File: config.mk
export PLATFORM = sky130hd
export DESIGN_NAME = um_uart_mode
export DESIGN_NICKNAME = d
export VERILOG_FILES = /design/src/um_pkg.sv /design/src/um_baud.sv /design/src/um_sync.sv /design/src/um_uart_mode.sv
export SDC_FILE = /design/constraint.sdc
export NUM_CORES = 1
export LEC_CHECK = 0
export BUFFER_PORTS_ARGS = -buffer_cell sky130_fd_sc_hd__buf_2
export CAP_MARGIN = 20
export CORE_MARGIN = 8
export CORE_UTILIZATION = 40
export DETAILED_ROUTE_END_ITERATION = 6
export HOLD_SLACK_MARGIN = 0.02
export SLEW_MARGIN = 10
export SYNTH_ARGS = -nofsm -noshare
export SYNTH_HDL_FRONTEND = slang
export SYNTH_SLANG_ARGS = --single-unit
File: constraint.sdc
create_clock -name pclk -period 3.7 [get_ports pclk]
set_input_delay 0.37 -clock pclk [delete_from_list [all_inputs] [get_ports pclk]]
set_output_delay 0.37 -clock pclk [all_outputs]
set_load 0.02 [all_outputs]
File: src/um_pkg.sv
// shared constants and types of the serial mode-control block
// assumes an apb master with 32-bit data and byte addresses on paddr
package um_pkg;
  localparam int unsigned AW = 8;
  localparam logic [AW-1:0] OFF_MODE = 8'h00;
  localparam logic [AW-1:0] OFF_STAT = 8'h04;
  localparam logic [AW-1:0] OFF_MASK = 8'h08;
  localparam logic [AW-1:0] OFF_BAUD = 8'h0c;
  localparam logic [AW-1:0] OFF_TXD  = 8'h10;
  localparam logic [AW-1:0] OFF_RXD  = 8'h14;
  localparam logic [15:0] MODE_RST   = 16'h0000;
  localparam logic [15:0] MODE_WMASK = 16'hbbff;
  // status bit positions
  localparam int unsigned STAT_W  = 7;
  localparam int unsigned EV_TX   = 0;
  localparam int unsigned EV_RX   = 1;
  localparam int unsigned EV_PAR  = 2;
  localparam int unsigned EV_FRM  = 3;
  localparam int unsigned EV_OVR  = 4;
  localparam int unsigned EV_WAKE = 5;
  localparam int unsigned EV_AB   = 6;
  localparam int unsigned RO_TXP  = 8;
  localparam int unsigned RO_RXF  = 9;
  localparam int unsigned RO_BUSY = 10;
  // oversampling, infrared pulse width, auto-rate
  localparam logic [4:0] OS_STD    = 5'h10;
  localparam logic [4:0] OS_FAST   = 5'h04;
  localparam logic [4:0] IR_PULSE  = 5'h03;
  localparam logic [2:0] AB_EDGES  = 3'h5;
  localparam int unsigned AB_SH_STD  = 7;
  localparam int unsigned AB_SH_FAST = 5;
  localparam int unsigned AB_CW      = 24;
  // character formats and pin usage codes
  localparam logic [1:0] FMT_9N = 2'h3;
  localparam logic [1:0] FMT_8O = 2'h2;
  localparam logic [1:0] FMT_8E = 2'h1;
  localparam logic [1:0] PINS_RTS     = 2'h1;
  localparam logic [1:0] PINS_RTS_CTS = 2'h2;
  localparam logic [1:0] PINS_BCLK    = 2'h3;

  typedef struct packed {
    logic       serial_module_on;
    logic       rsv14;
    logic       halt_in_idle;
    logic       infrared_codec_on;
    logic       rts_pin_behaviour;
    logic       rsv10;
    logic [1:0] pin_usage_select;
    logic       wake;
    logic       internal_loop_on;
    logic       auto_rate_measure;
    logic       rx_idle_polarity;
    logic       fast_oversample_select;
    logic [1:0] char_format_select;
    logic       stop_count_select;
  } um_mode_t;

  typedef enum logic [2:0] {
    ST_IDLE  = 3'h0,
    ST_START = 3'h1,
    ST_DATA  = 3'h3,
    ST_PAR   = 3'h2,
    ST_STOP  = 3'h6
  } um_state_t;
endpackage

File: src/um_baud.sv
// baud rate generator: one oversample tick every divisor+1 clocks
// assumes run is synchronous to pclk
`timescale 1ns/10ps
module um_baud #(
  parameter int unsigned W = 16
) (
  input  wire logic         pclk,
  input  wire logic         presetn,
  input  wire logic         run,
  input  wire logic [W-1:0] divisor,
  output logic              tick
);
  logic [W-1:0] cnt;

  if (W < 2)
  begin : g_bad
    $error("um_baud divisor too narrow");
  end

  // counter stops and clears while the transceiver is halted
  always_ff @(posedge pclk or negedge presetn)
  begin
    if (!presetn)
    begin
      cnt  <= '0;
      tick <= 1'b0;
    end
    else if (!run)
    begin
      cnt  <= '0;
      tick <= 1'b0;
    end
    else if (cnt >= divisor)
    begin
      cnt  <= '0;
      tick <= 1'b1;
    end
    else
    begin
      cnt  <= cnt + W'(1);
      tick <= 1'b0;
    end
  end
endmodule

File: src/um_sync.sv
// three-stage synchroniser for pins, one lane per bit
// assumes the inputs are asynchronous to pclk
`timescale 1ns/10ps
module um_sync #(
  parameter int unsigned N    = 1,
  parameter logic [N-1:0] INIT = '1
) (
  input  wire logic         pclk,
  input  wire logic         presetn,
  input  wire logic [N-1:0] d,
  output logic      [N-1:0] q
);
  if (N < 1)
  begin : g_bad
    $error("um_sync needs at least one lane");
  end

  // a change is taken once stages two and three agree
  for (genvar i = 0; i < N; i++)
  begin : g_lane
    logic s1;
    logic s2;
    logic s3;
    always_ff @(posedge pclk or negedge presetn)
    begin
      if (!presetn)
      begin
        s1   <= INIT[i];
        s2   <= INIT[i];
        s3   <= INIT[i];
        q[i] <= INIT[i];
      end
      else
      begin
        s1 <= d[i];
        s2 <= s1;
        s3 <= s2;
        if (s2 == s3)
          q[i] <= s3;
      end
    end
  end
endmodule

File: src/um_uart_mode.sv
// serial transceiver with its mode register, reached over apb
// assumes apb master on pclk; pins are asynchronous; cpu_idle is on pclk
`timescale 1ns/10ps
// Notes on behaviour
// - module off: pins released to port latches; on: pins as usage selects
// - halt bit plus cpu idle stops the transceiver; clear keeps it running
// - infrared bit inserts pulse encoder on transmit and decoder on receive
// - infrared coding works only with sixteen-times oversampling
// - rts behaviour bit: one is simplex, zero is flow control
// - pin usage field picks tx/rx, plus rts, plus rts and cts, or bclk
// - wake bit: falling rx edge interrupts, following rising edge clears bit
// - loopback bit returns transmitted data to the receiver internally
// - auto-rate measures next 0x55 character, then hardware clears the bit
// - receive polarity one means idle low, zero means idle high
// - fast bit gives four ticks per bit, otherwise sixteen
// - format field: 9 bits none, 8 odd, 8 even, 8 none
// - stop select gives two stop bits when set, one when clear
module um_uart_mode import um_pkg::*; #(
  parameter int unsigned DIV_W      = 16,
  parameter logic [15:0] BAUD_RESET = 16'h0010
) (
  input  wire logic          pclk,
  input  wire logic          presetn,
  input  wire logic          psel,
  input  wire logic          penable,
  input  wire logic          pwrite,
  input  wire logic [AW-1:0] paddr,
  input  wire logic [31:0]   pwdata,
  output logic      [31:0]   prdata,
  output logic               pready,
  output logic               pslverr,
  input  wire logic          cpu_idle,
  input  wire logic          serial_rx_pin,
  input  wire logic          clear_to_send_pin_n,
  output logic               serial_tx_pin,
  output logic               serial_tx_oe,
  output logic               request_to_send_pin_n,
  output logic               request_to_send_oe,
  output logic               baud_clock_out,
  output logic               baud_clock_oe,
  output logic               irq
);
  um_mode_t          mode;
  logic [STAT_W-1:0] status;
  logic [STAT_W-1:0] mask;
  logic [STAT_W-1:0] ev;
  logic [DIV_W-1:0]  divisor;
  logic [8:0]        tx_buf;
  logic [8:0]        rx_data;
  logic              tx_pend;
  logic              rx_full;
  logic              rx_s;
  logic              cts_s;
  logic              tick;
  logic              run;
  logic              ir_act;
  logic              par_on;
  logic              par_odd;
  logic [3:0]        nbits;
  logic [4:0]        os;
  logic [4:0]        os_last;
  logic              wr_en;
  logic              rd_en;
  logic              tx_take;
  logic              rx_pol;
  logic              rx_line;
  logic [4:0]        ir_cnt;
  logic              ab_run;
  logic [2:0]        ab_edges;
  logic [AB_CW-1:0]  ab_cnt;
  logic              ab_done;
  logic              line_prev;
  logic              pol_prev;
  logic              wake_seen;
  logic              wake_fall;
  logic              wake_rise;
  um_state_t         tx_st;
  logic [4:0]        tx_sub;
  logic [3:0]        tx_idx;
  logic [8:0]        tx_sh;
  logic              tx_bit;
  logic              tx_par;
  logic              tx_stop_left;
  logic              tx_done;
  um_state_t         rx_st;
  logic [4:0]        rx_sub;
  logic [3:0]        rx_idx;
  logic [8:0]        rx_sh;
  logic [8:0]        next_rx_sh;
  logic              rx_par;
  logic              rx_perr;
  logic              rx_ferr;
  logic              rx_stop_left;
  logic              rx_done;
  logic              rx_done_perr;
  logic              rx_done_ferr;

  if (DIV_W < 8 || DIV_W > 16)
  begin : g_bad
    $error("um_uart_mode divisor width must be 8 to 16");
  end

  um_sync #(.N(2), .INIT(2'h3)) u_sync (
    .pclk    (pclk),
    .presetn (presetn),
    .d       ({serial_rx_pin, clear_to_send_pin_n}),
    .q       ({rx_s, cts_s})
  );

  um_baud #(.W(DIV_W)) u_baud (
    .pclk    (pclk),
    .presetn (presetn),
    .run     (run),
    .divisor (divisor),
    .tick    (tick)
  );

  // mode decode
  assign run     = mode.serial_module_on & ~(mode.halt_in_idle & cpu_idle);
  assign ir_act  = mode.infrared_codec_on & ~mode.fast_oversample_select;
  assign os      = mode.fast_oversample_select ? OS_FAST : OS_STD;
  assign os_last = os - 5'h01;
  assign nbits   = (mode.char_format_select == FMT_9N) ? 4'h9 : 4'h8;
  assign par_on  = (mode.char_format_select == FMT_8O) | (mode.char_format_select == FMT_8E);
  assign par_odd = (mode.char_format_select == FMT_8O);
  assign wr_en   = psel & penable & pready & pwrite;
  assign rd_en   = psel & penable & pready & ~pwrite;
  assign tx_take = tick & (tx_st == ST_IDLE) & tx_pend &
                   ((mode.pin_usage_select != PINS_RTS_CTS) | ~cts_s);
  // receive source: polarity, infrared decoder, loopback
  assign rx_pol  = rx_s ^ mode.rx_idle_polarity;
  assign rx_line = mode.internal_loop_on ? tx_bit : (ir_act ? (ir_cnt == 5'h00) : rx_pol);
  assign next_rx_sh = {rx_line, rx_sh[8:1]};
  assign wake_fall  = mode.serial_module_on & mode.wake & pol_prev & ~rx_pol;
  assign wake_rise  = wake_seen & ~pol_prev & rx_pol;
  assign ev = {ab_done, wake_fall, rx_done & rx_full, rx_done_ferr, rx_done_perr, rx_done, tx_done};

  // apb slave: registered answer, one access cycle
  always_ff @(posedge pclk or negedge presetn)
  begin
    if (!presetn)
    begin
      pready  <= 1'b0;
      pslverr <= 1'b0;
      prdata  <= '0;
    end
    else
    begin
      pready  <= psel & ~penable;
      pslverr <= 1'b0;
      prdata  <= '0;
      if (psel & ~penable)
      begin
        unique case (paddr)
          OFF_MODE: prdata <= {16'h0000, mode};
          OFF_STAT: prdata <= 32'({tx_st != ST_IDLE, rx_full, tx_pend, 1'b0, status});
          OFF_MASK: prdata <= 32'(mask);
          OFF_BAUD: prdata <= 32'(divisor);
          OFF_TXD:  prdata <= 32'(tx_buf);
          OFF_RXD:  prdata <= 32'(rx_data);
          default:  pslverr <= 1'b1;
        endcase
      end
    end
  end

  // mode register, hardware clears wake and auto-rate bits
  always_ff @(posedge pclk or negedge presetn)
  begin
    if (!presetn)
      mode <= um_mode_t'(MODE_RST);
    else if (wr_en && paddr == OFF_MODE)
      mode <= um_mode_t'(pwdata[15:0] & MODE_WMASK);
    else
    begin
      if (wake_rise)
        mode.wake <= 1'b0;
      if (ab_done)
        mode.auto_rate_measure <= 1'b0;
    end
  end

  // divisor: software or the auto-rate result
  always_ff @(posedge pclk or negedge presetn)
  begin
    if (!presetn)
      divisor <= DIV_W'(BAUD_RESET);
    else if (ab_done)
      divisor <= DIV_W'((ab_cnt >> (mode.fast_oversample_select ? AB_SH_FAST : AB_SH_STD)) - 1);
    else if (wr_en && paddr == OFF_BAUD)
      divisor <= pwdata[DIV_W-1:0];
  end

  // sticky status, write one to clear, event wins; mask and interrupt
  always_ff @(posedge pclk or negedge presetn)
  begin
    if (!presetn)
    begin
      status <= '0;
      mask   <= '0;
      irq    <= 1'b0;
    end
    else
    begin
      if (wr_en && paddr == OFF_STAT)
        status <= (status & ~pwdata[STAT_W-1:0]) | ev;
      else
        status <= status | ev;
      if (wr_en && paddr == OFF_MASK)
        mask <= pwdata[STAT_W-1:0];
      irq <= |(status & mask);
    end
  end

  // transmit holding word and receive full flag
  always_ff @(posedge pclk or negedge presetn)
  begin
    if (!presetn)
    begin
      tx_buf  <= '0;
      tx_pend <= 1'b0;
      rx_full <= 1'b0;
    end
    else
    begin
      if (wr_en && paddr == OFF_TXD)
      begin
        tx_buf  <= pwdata[8:0];
        tx_pend <= 1'b1;
      end
      else if (tx_take || !mode.serial_module_on)
        tx_pend <= 1'b0;
      if (rx_done)
        rx_full <= 1'b1;
      else if (rd_en && paddr == OFF_RXD)
        rx_full <= 1'b0;
    end
  end

  // transmit framer
  always_ff @(posedge pclk or negedge presetn)
  begin
    if (!presetn)
    begin
      tx_st <= ST_IDLE;
      tx_sub <= '0;
      tx_idx <= '0;
      tx_sh <= '0;
      tx_bit <= 1'b1;
      tx_par <= 1'b0;
      tx_stop_left <= 1'b0;
      tx_done <= 1'b0;
    end
    else
    begin
      tx_done <= 1'b0;
      if (!mode.serial_module_on)
      begin
        tx_st <= ST_IDLE;
        tx_bit <= 1'b1;
      end
      else if (tx_take)
      begin
        tx_st <= ST_START;
        tx_bit <= 1'b0;
        tx_sub <= '0;
        tx_sh <= tx_buf;
        tx_par <= 1'b0;
      end
      else if (tick && tx_st != ST_IDLE)
      begin
        tx_sub <= tx_sub + 5'h01;
        if (tx_sub == os_last)
        begin
          tx_sub <= '0;
          unique case (tx_st)
            ST_START:
            begin
              tx_st <= ST_DATA;
              tx_bit <= tx_sh[0];
              tx_idx <= '0;
            end
            ST_DATA:
            begin
              tx_par <= tx_par ^ tx_bit;
              tx_sh <= tx_sh >> 1;
              tx_idx <= tx_idx + 4'h1;
              tx_bit <= tx_sh[1];
              if (tx_idx == nbits - 4'h1)
              begin
                tx_st <= par_on ? ST_PAR : ST_STOP;
                tx_bit <= par_on ? (tx_par ^ tx_bit ^ par_odd) : 1'b1;
                tx_stop_left <= mode.stop_count_select;
              end
            end
            ST_PAR:
            begin
              tx_st <= ST_STOP;
              tx_bit <= 1'b1;
            end
            default:
            begin
              if (tx_stop_left)
                tx_stop_left <= 1'b0;
              else
              begin
                tx_st <= ST_IDLE;
                tx_done <= 1'b1;
              end
            end
          endcase
        end
      end
    end
  end

  // infrared decoder: a pulse holds the line low for one bit time
  always_ff @(posedge pclk or negedge presetn)
  begin
    if (!presetn)
      ir_cnt <= '0;
    else if (!rx_pol)
      ir_cnt <= os_last;
    else if (tick && ir_cnt != 5'h00)
      ir_cnt <= ir_cnt - 5'h01;
  end

  // receive deframer, idle while auto-rate runs
  always_ff @(posedge pclk or negedge presetn)
  begin
    if (!presetn)
    begin
      rx_st <= ST_IDLE;
      rx_sub <= '0;
      rx_idx <= '0;
      rx_sh <= '0;
      rx_par <= 1'b0;
      rx_perr <= 1'b0;
      rx_ferr <= 1'b0;
      rx_stop_left <= 1'b0;
      rx_data <= '0;
      rx_done <= 1'b0;
      rx_done_perr <= 1'b0;
      rx_done_ferr <= 1'b0;
    end
    else
    begin
      rx_done <= 1'b0;
      rx_done_perr <= 1'b0;
      rx_done_ferr <= 1'b0;
      if (!mode.serial_module_on || mode.auto_rate_measure)
        rx_st <= ST_IDLE;
      else if (tick)
      begin
        rx_sub <= rx_sub + 5'h01;
        unique case (rx_st)
          ST_IDLE:
          begin
            rx_sub <= '0;
            rx_par <= 1'b0;
            rx_perr <= 1'b0;
            rx_ferr <= 1'b0;
            rx_idx <= '0;
            if (!rx_line)
              rx_st <= ST_START;
          end
          ST_START:
            if (rx_sub == (os >> 1) - 5'h01)
            begin
              rx_sub <= '0;
              rx_st <= rx_line ? ST_IDLE : ST_DATA;
            end
          ST_DATA:
            if (rx_sub == os_last)
            begin
              rx_sub <= '0;
              rx_sh <= next_rx_sh;
              rx_par <= rx_par ^ rx_line;
              rx_idx <= rx_idx + 4'h1;
              rx_stop_left <= mode.stop_count_select;
              if (rx_idx == nbits - 4'h1)
                rx_st <= par_on ? ST_PAR : ST_STOP;
            end
          ST_PAR:
            if (rx_sub == os_last)
            begin
              rx_sub <= '0;
              rx_perr <= rx_par ^ rx_line ^ par_odd;
              rx_st <= ST_STOP;
            end
          default:
            if (rx_sub == os_last)
            begin
              rx_sub <= '0;
              if (rx_stop_left)
              begin
                rx_stop_left <= 1'b0;
                rx_ferr <= rx_ferr | ~rx_line;
              end
              else
              begin
                rx_st <= ST_IDLE;
                rx_data <= (nbits == 4'h9) ? rx_sh : {1'b0, rx_sh[8:1]};
                rx_done <= 1'b1;
                rx_done_perr <= rx_perr;
                rx_done_ferr <= rx_ferr | ~rx_line;
              end
            end
        endcase
      end
    end
  end

  // auto-rate: five falling edges of 0x55 span eight bit times
  always_ff @(posedge pclk or negedge presetn)
  begin
    if (!presetn)
    begin
      line_prev <= 1'b1;
      ab_run <= 1'b0;
      ab_edges <= '0;
      ab_cnt <= '0;
      ab_done <= 1'b0;
    end
    else
    begin
      line_prev <= rx_line;
      ab_done <= 1'b0;
      if (!mode.serial_module_on || !mode.auto_rate_measure || ab_done)
      begin
        ab_run <= 1'b0;
        ab_edges <= '0;
        ab_cnt <= '0;
      end
      else
      begin
        if (ab_run)
          ab_cnt <= ab_cnt + AB_CW'(1);
        if (line_prev && !rx_line)
        begin
          ab_run <= 1'b1;
          ab_edges <= ab_edges + 3'h1;
          if (ab_edges == AB_EDGES - 3'h1)
            ab_done <= 1'b1;
        end
      end
    end
  end

  // wake detector on the pin itself
  always_ff @(posedge pclk or negedge presetn)
  begin
    if (!presetn)
    begin
      pol_prev <= 1'b1;
      wake_seen <= 1'b0;
    end
    else
    begin
      pol_prev <= rx_pol;
      if (wake_fall)
        wake_seen <= 1'b1;
      else if (wake_rise || !mode.wake)
        wake_seen <= 1'b0;
    end
  end

  // pin drivers
  always_ff @(posedge pclk or negedge presetn)
  begin
    if (!presetn)
    begin
      serial_tx_pin <= 1'b1;
      serial_tx_oe <= 1'b0;
      request_to_send_pin_n <= 1'b1;
      request_to_send_oe <= 1'b0;
      baud_clock_out <= 1'b0;
      baud_clock_oe <= 1'b0;
    end
    else
    begin
      serial_tx_oe <= mode.serial_module_on;
      if (mode.internal_loop_on)
        serial_tx_pin <= ~ir_act;
      else if (ir_act)
        serial_tx_pin <= ~tx_bit & (tx_sub < IR_PULSE);
      else
        serial_tx_pin <= tx_bit;
      request_to_send_oe <= mode.serial_module_on & ((mode.pin_usage_select == PINS_RTS) |
                            (mode.pin_usage_select == PINS_RTS_CTS));
      if (mode.rts_pin_behaviour)
        request_to_send_pin_n <= (tx_st == ST_IDLE);
      else
        request_to_send_pin_n <= rx_full;
      baud_clock_oe <= mode.serial_module_on & (mode.pin_usage_select == PINS_BCLK);
      if (tick)
        baud_clock_out <= ~baud_clock_out;
    end
  end
endmodule

Yosys cells after proc, flatten, opt, wreduce, memory -nomap -nowiden --
Cells that the tools add are included.
Storage, ports and cells: register bits after elaboration 220, bits of input ports 48, output and inout bits 41, logic and storage cells 355
Operators by class: add/sub/neg operators 12, magnitude comparators 2, equality and inequality tests 42, shift-type cells 1, muxes and demuxes 117, bitwise logic cells 52, reduce and logical (&&, ||, !) cells 63
Operator list (count):
- $pmux 16 s6 | 1
- $mux 16 | 4
- $mux 1 | 63
- $mux 3 | 18
- $mux 24 | 2
- $mux 9 | 5
- $mux 5 | 8
- $reduce_bool 2->1 | 17
- $mux 32 | 1
- $add 24x1->24 const B | 1
- $reduce_and 4->1 | 6
- $shr 24x3->16 | 1
- $and 1x1->1 | 20
- $not 1->1 | 18
- $add 16x1->16 const B | 1
- $eq 8x4->1 const B | 2
- $eq 8x5->1 const B | 2
- $ge 16x16->1 | 1
- $pmux 4 s2 | 2
- $sub 16x1->16 const B | 1
- $eq 5x5->1 | 3
- $ne 3x3->1 const B | 5
- $reduce_and 5->1 | 3
- $and 7x7->7 | 2
- 53 further kinds | 102

Longest topological paths before layout --
word-level depth 11, gate-level depth with buffers 12, depth with buffers taken out 8

Hierarchy --
Synthesis repeated with hierarchy kept, for this count alone.
Unflattened totals: cells, all modules 1033, area total of the unflattened synthesis 10787.8 um^2
Modules (own cells, without submodules):
- um_uart_mode | times used 1, cells an instance 895, area an instance 9347.7 um^2, sequential area each 4461.8 um^2
- um_baud | times used 1, cells an instance 128, area an instance 1207.4 um^2, sequential area each 425.4 um^2
- um_sync | times used 1, cells an instance 10, area an instance 232.7 um^2, sequential area each 210.2 um^2

Worst setup path before layout --
No wires, ideal clock.
path type register to register, from register mode[3] (netlist name), to register divisor[14], setup time 0.083 ns, arrival 2.484 ns, required time 3.617 ns, slack 1.134 ns, stages on the path, launching flop included 12, path buffers 4, clock period less this slack 2.566 ns, path through dfrtp_1 buf_2 buf_2 buf_2 buf_2 mux2i_1 ha_1 o2111ai_1 nor4_1 xnor2_1 nand2_1 o21ai_0
Between the ends: word-level cells in the longest chain between the ends 4
Ends and longest elaborated chain:
- start: declaration | line um_uart_mode.sv:43 | um_mode_t mode;
- start signal: assignment | line um_uart_mode.sv:171 | mode <= um_mode_t'(MODE_RST);
- start signal: assignment | line um_uart_mode.sv:173 | mode <= um_mode_t'(pwdata[15:0] & MODE_WMASK);
- $mux 2 | line um_uart_mode.sv:189 | divisor <= DIV_W'((ab_cnt >> (mode.fast_oversample_select ? AB_SH_FAST : AB_SH_STD)) - 1);
- $shr 24x3->16 | line um_uart_mode.sv:189
- $sub 16x1->16 | line um_uart_mode.sv:189
- $mux 16 | line um_uart_mode.sv:188 | else if (ab_done)
- end signal: assignment | line um_uart_mode.sv:187 | divisor <= DIV_W'(BAUD_RESET);
- end signal: assignment | line um_uart_mode.sv:189
- end signal: assignment | line um_uart_mode.sv:191 | divisor <= pwdata[DIV_W-1:0];
- end: declaration | line um_uart_mode.sv:47 | logic [DIV_W-1:0] divisor;
No other way between the ends. A chain may end at the register's enable or synchronous reset.

Worst setup path after layout --
from register u_baud.tick, to register rx_data[8]
Between the ends: word-level cells in the longest chain between the ends 1
Ends and longest elaborated chain:
- start: declaration | line um_baud.sv:11 | output logic tick
- start signal: assignment | line um_baud.sv:26 | tick <= 1'b0;
- start signal: assignment | line um_baud.sv:31 | tick <= 1'b0;
- start signal: assignment | line um_baud.sv:36 | tick <= 1'b1;
- $reduce_and 5->1 (no source line)
- end signal: assignment | line um_uart_mode.sv:403 | rx_data <= (nbits == 4'h9) ? rx_sh : {1'b0, rx_sh[8:1]};
- end: declaration | line um_uart_mode.sv:49 | logic [8:0] rx_data;
No other way between the ends.

==> metrics.cfg <==
[outcome]
status = finished clean

[routing]
drtIter0Drc = 453
viasPerCell = 5.287
antenna_left = 0
totalWireLength_mm = 25.64
drc = 0
vias = 7651
dr.pass1.iters = 5
avgRoutedWirePerCell_um = 17.72

[min_path]
hold_path_class = input pin to register

[sta]
tns_ps = 0
rsz0062_at_grt = no
fmax_mhz = 399.6
setup_viol = 0
worstMarginPinSlew_ps = 1023
relSlewSlack_pct = 31.22
worst_slack_ps = 1198
drv_slew = 0
fin_crit_sh_pct = 67.63
hold_viol_final = 0
worst_clock_skew_ps = 18.82
period_minus_slack_ps = 2502

[final_layout]
multi_input_area_um2 = 5127
final_util_pct = 45.39
regArea_um2 = 5097
area_growth_pct = 12.83
final_nets = 1169
fillers = 2555
num_antenna_cells = 0
drive_above_1_share_pct = 17.09

[critical_path]
end_kind = register
start_kind = register
cp_max_fo = 21
crit_arrival_ps = 2930
slowest_delay_ps = 660
required_ps = 4130
worstSetupPathType = register to register
cp_cell_sequence = inv_1 > or2_2 > nor2_1 > and3_1 > nand3_1 > o21ai_0
crit_slowest_cell = and3_1

[die]
initial_core_util_pct = 40.23
fp.dieH_um = 179.5
die_w_um = 179.5
rows = 60
core_area_um2 = 26580
die_area_um2 = 32210
ios = 89

[placed_design]
place_congestion = 0.8053
hpwl_mm = 18.00
place_ws_ps = 959.3
port_buffers = 56

[synth]
yosysUniqueCellTypes = 78
seq_area_frac_synth_pct = 47.68
ys_ff_latch = 203
synthCells = 1046
async_flop_share_pct = 100.0
ys.flop_type = dfrtp_1
yosysWarnings = 0
postSynthAreaPerCell_um2 = 10.22
synth-edff-count = 0
syn_area_um2 = 10690

[cts]
cts_made_buffers = 23
root_buffer = clkbuf_16
cts_max_level = 1
worstSkewPairLatency_ps = 520
clock_path_buffers = 3
cts.sinks = 203
cts_tree = yes
cts.clk_slew.worst_paths_ps = 60

[global_routing]
grt_overflow_total = 0
antenna_found_initial = 0
grt_pass1_wl_mm = 42.49
grt_max_degree = 99
track_usage_pct = 15.86
first_global_vias = 7625

[run]
maxCapViolations = 0

[power_and_ir_drop]
p_leak_nw = 5.521
peakVddDrop_uv = 298.9
cellPowerDensity_nw_per_um2 = 404.9

state kept, by name, summed over array words and instances (netlist names), 3 cells and up:
register    count
tx_st           3
mode           14
rx_data         9
tx_sh           9
tx_buf          9
mask            7
ir_cnt          5
rx_sub          5
prdata         16
tx_idx          4
status          7
rx_idx          4
u_baud.cnt     16
tx_sub          5
rx_st           3
ab_cnt         23
ab_edges        3
divisor        16
rx_sh           9
synthesized netlist by cell type, types with 17 or more instances:
library cell | instances | area share [%]
mux2_2 | 30 | 3.2
nand3_1 | 38 | 1.8
ha_1 | 31 | 3.6
nor2_1 | 107 | 3.8
buf_2 | 18 | 0.84
a21oi_1 | 49 | 2.3
buf_4 | 20 | 1.4
nand2_1 | 76 | 2.7
dfrtp_1 | 189 | 44
xnor2_1 | 31 | 2.5
xor2_1 | 28 | 2.3
clkbuf_1 | 24 | 0.84
nor3_1 | 17 | 0.80
inv_1 | 41 | 1.4
o21ai_0 | 55 | 2.6
mux2i_1 | 63 | 5.9
final cells by class:
cell class,count,area share [%]
multi-input combinational,749,42.51
sequential,203,42.26
clock buffer,28,5.342
timing repair buffer,72,3.558
tap,341,3.537
clock inverter,13,1.515
inverter,41,1.276
placed cells by master, fill, tap and decap left out, types with 13 or more instances in the layout:
cell type | Yosys | layout
ha_1 | 31 | 31
dfrtp_1 | 189 | 189
mux2i_1 | 63 | 63
inv_1 | 41 | 41
o21ai_0 | 55 | 55
nand4_1 | 13 | 13
clkbuf_16 | 0 | 23
mux2_4 | 15 | 15
conb_1 | 1 | 16
nand2_1 | 76 | 76
xor2_1 | 28 | 28
nor2_1 | 107 | 107
nor3_1 | 17 | 17
dfstp_2 | 14 | 14
buf_2 | 18 | 55
nand3_1 | 38 | 38
xnor2_1 | 31 | 31
mux2_2 | 30 | 30
a21oi_1 | 49 | 49
a22oi_1 | 13 | 13
path summary, 6_finish.rpt:
kind / start / endpoint / slack [ps] / cells after the start
worst max-delay path: u_baud.tick / rx_data[8] / 1200 / 6
max in group asynchronous: presetn / request_to_send_pin_n / 2280 / 3
worst min register to register: u_sync.g_lane[1].s1 / u_sync.g_lane[1].s2 / 360 / 0
min in group asynchronous: presetn / rx_sub[0] / 510 / 2
worst max register to register: u_baud.tick / rx_data[8] / 1200 / 6
worst min-delay path: pwdata[9] / mode[9] / 140 / 2
power breakdown:
| group | leakage (nW) | switching (W) | internal (W) |
|---|---|---|---|
| Sequential | 2.69 | 0.00000813 | 0.00224 |
| Clock | 0.396 | 0.000947 | 0.00152 |
| Combinational | 2.44 | 0.000126 | 0.0000459 |
timing repair:
item	CTS	global route
hold buffers	3	0
setup endpoints to repair	0	0
resized for setup	0	0
endpoints found under the hold margin	86	0
buffers inserted	0	0
metrics by stage:
step                std cells  total power, W  cell area [um^2]  hold slack [ps]
finish                   1447        0.004884             12060            137.0
global route             1447        0.005036             12060            143.6
CTS                      1447        0.004940             12060            115.4
detailed placement       1403        0.002458             11200            349.0
global placement         1403        0.002458             11200            347.0
floorplan                1061        0.002370             10750            74.41
kinds of logic (layout without fill, tap and decap cells):
group / Yosys count / count (layout) / share of synthesized area [%]
simple gates: 339 / 339 / 15.84
flops: 203 / 203 / 47.68
compound gates: 194 / 194 / 11.75
buf+inv: 109 / 154 / 4.881
mux: 108 / 108 / 11.17
xor+xnor: 59 / 59 / 4.834
fa+ha+maj: 33 / 33 / 3.816
other cells: 1 / 16 / 0.03508
worst max-delay path: cells and delay by family (launching register included):
kind | cells | cell delay, ps
AO/OA/AOI/OAI | 1 | 110
AND/OR/NAND/NOR | 4 | 1430
buffers and inverters | 1 | 250
flip-flops | 1 | 630
layer usage:
metal	share of wire [%]	wire (um)	vias up	global-route usage (%)
met5	0	0	-	0
met4	2.2	552	0	4.535
met3	4.9	1250	40	2.681
met2	45	11660	156	25.15
met1	47	12170	3726	22.01
li1	-	-	3729	-
No activity file was read; power rests on OpenSTA's default activity.
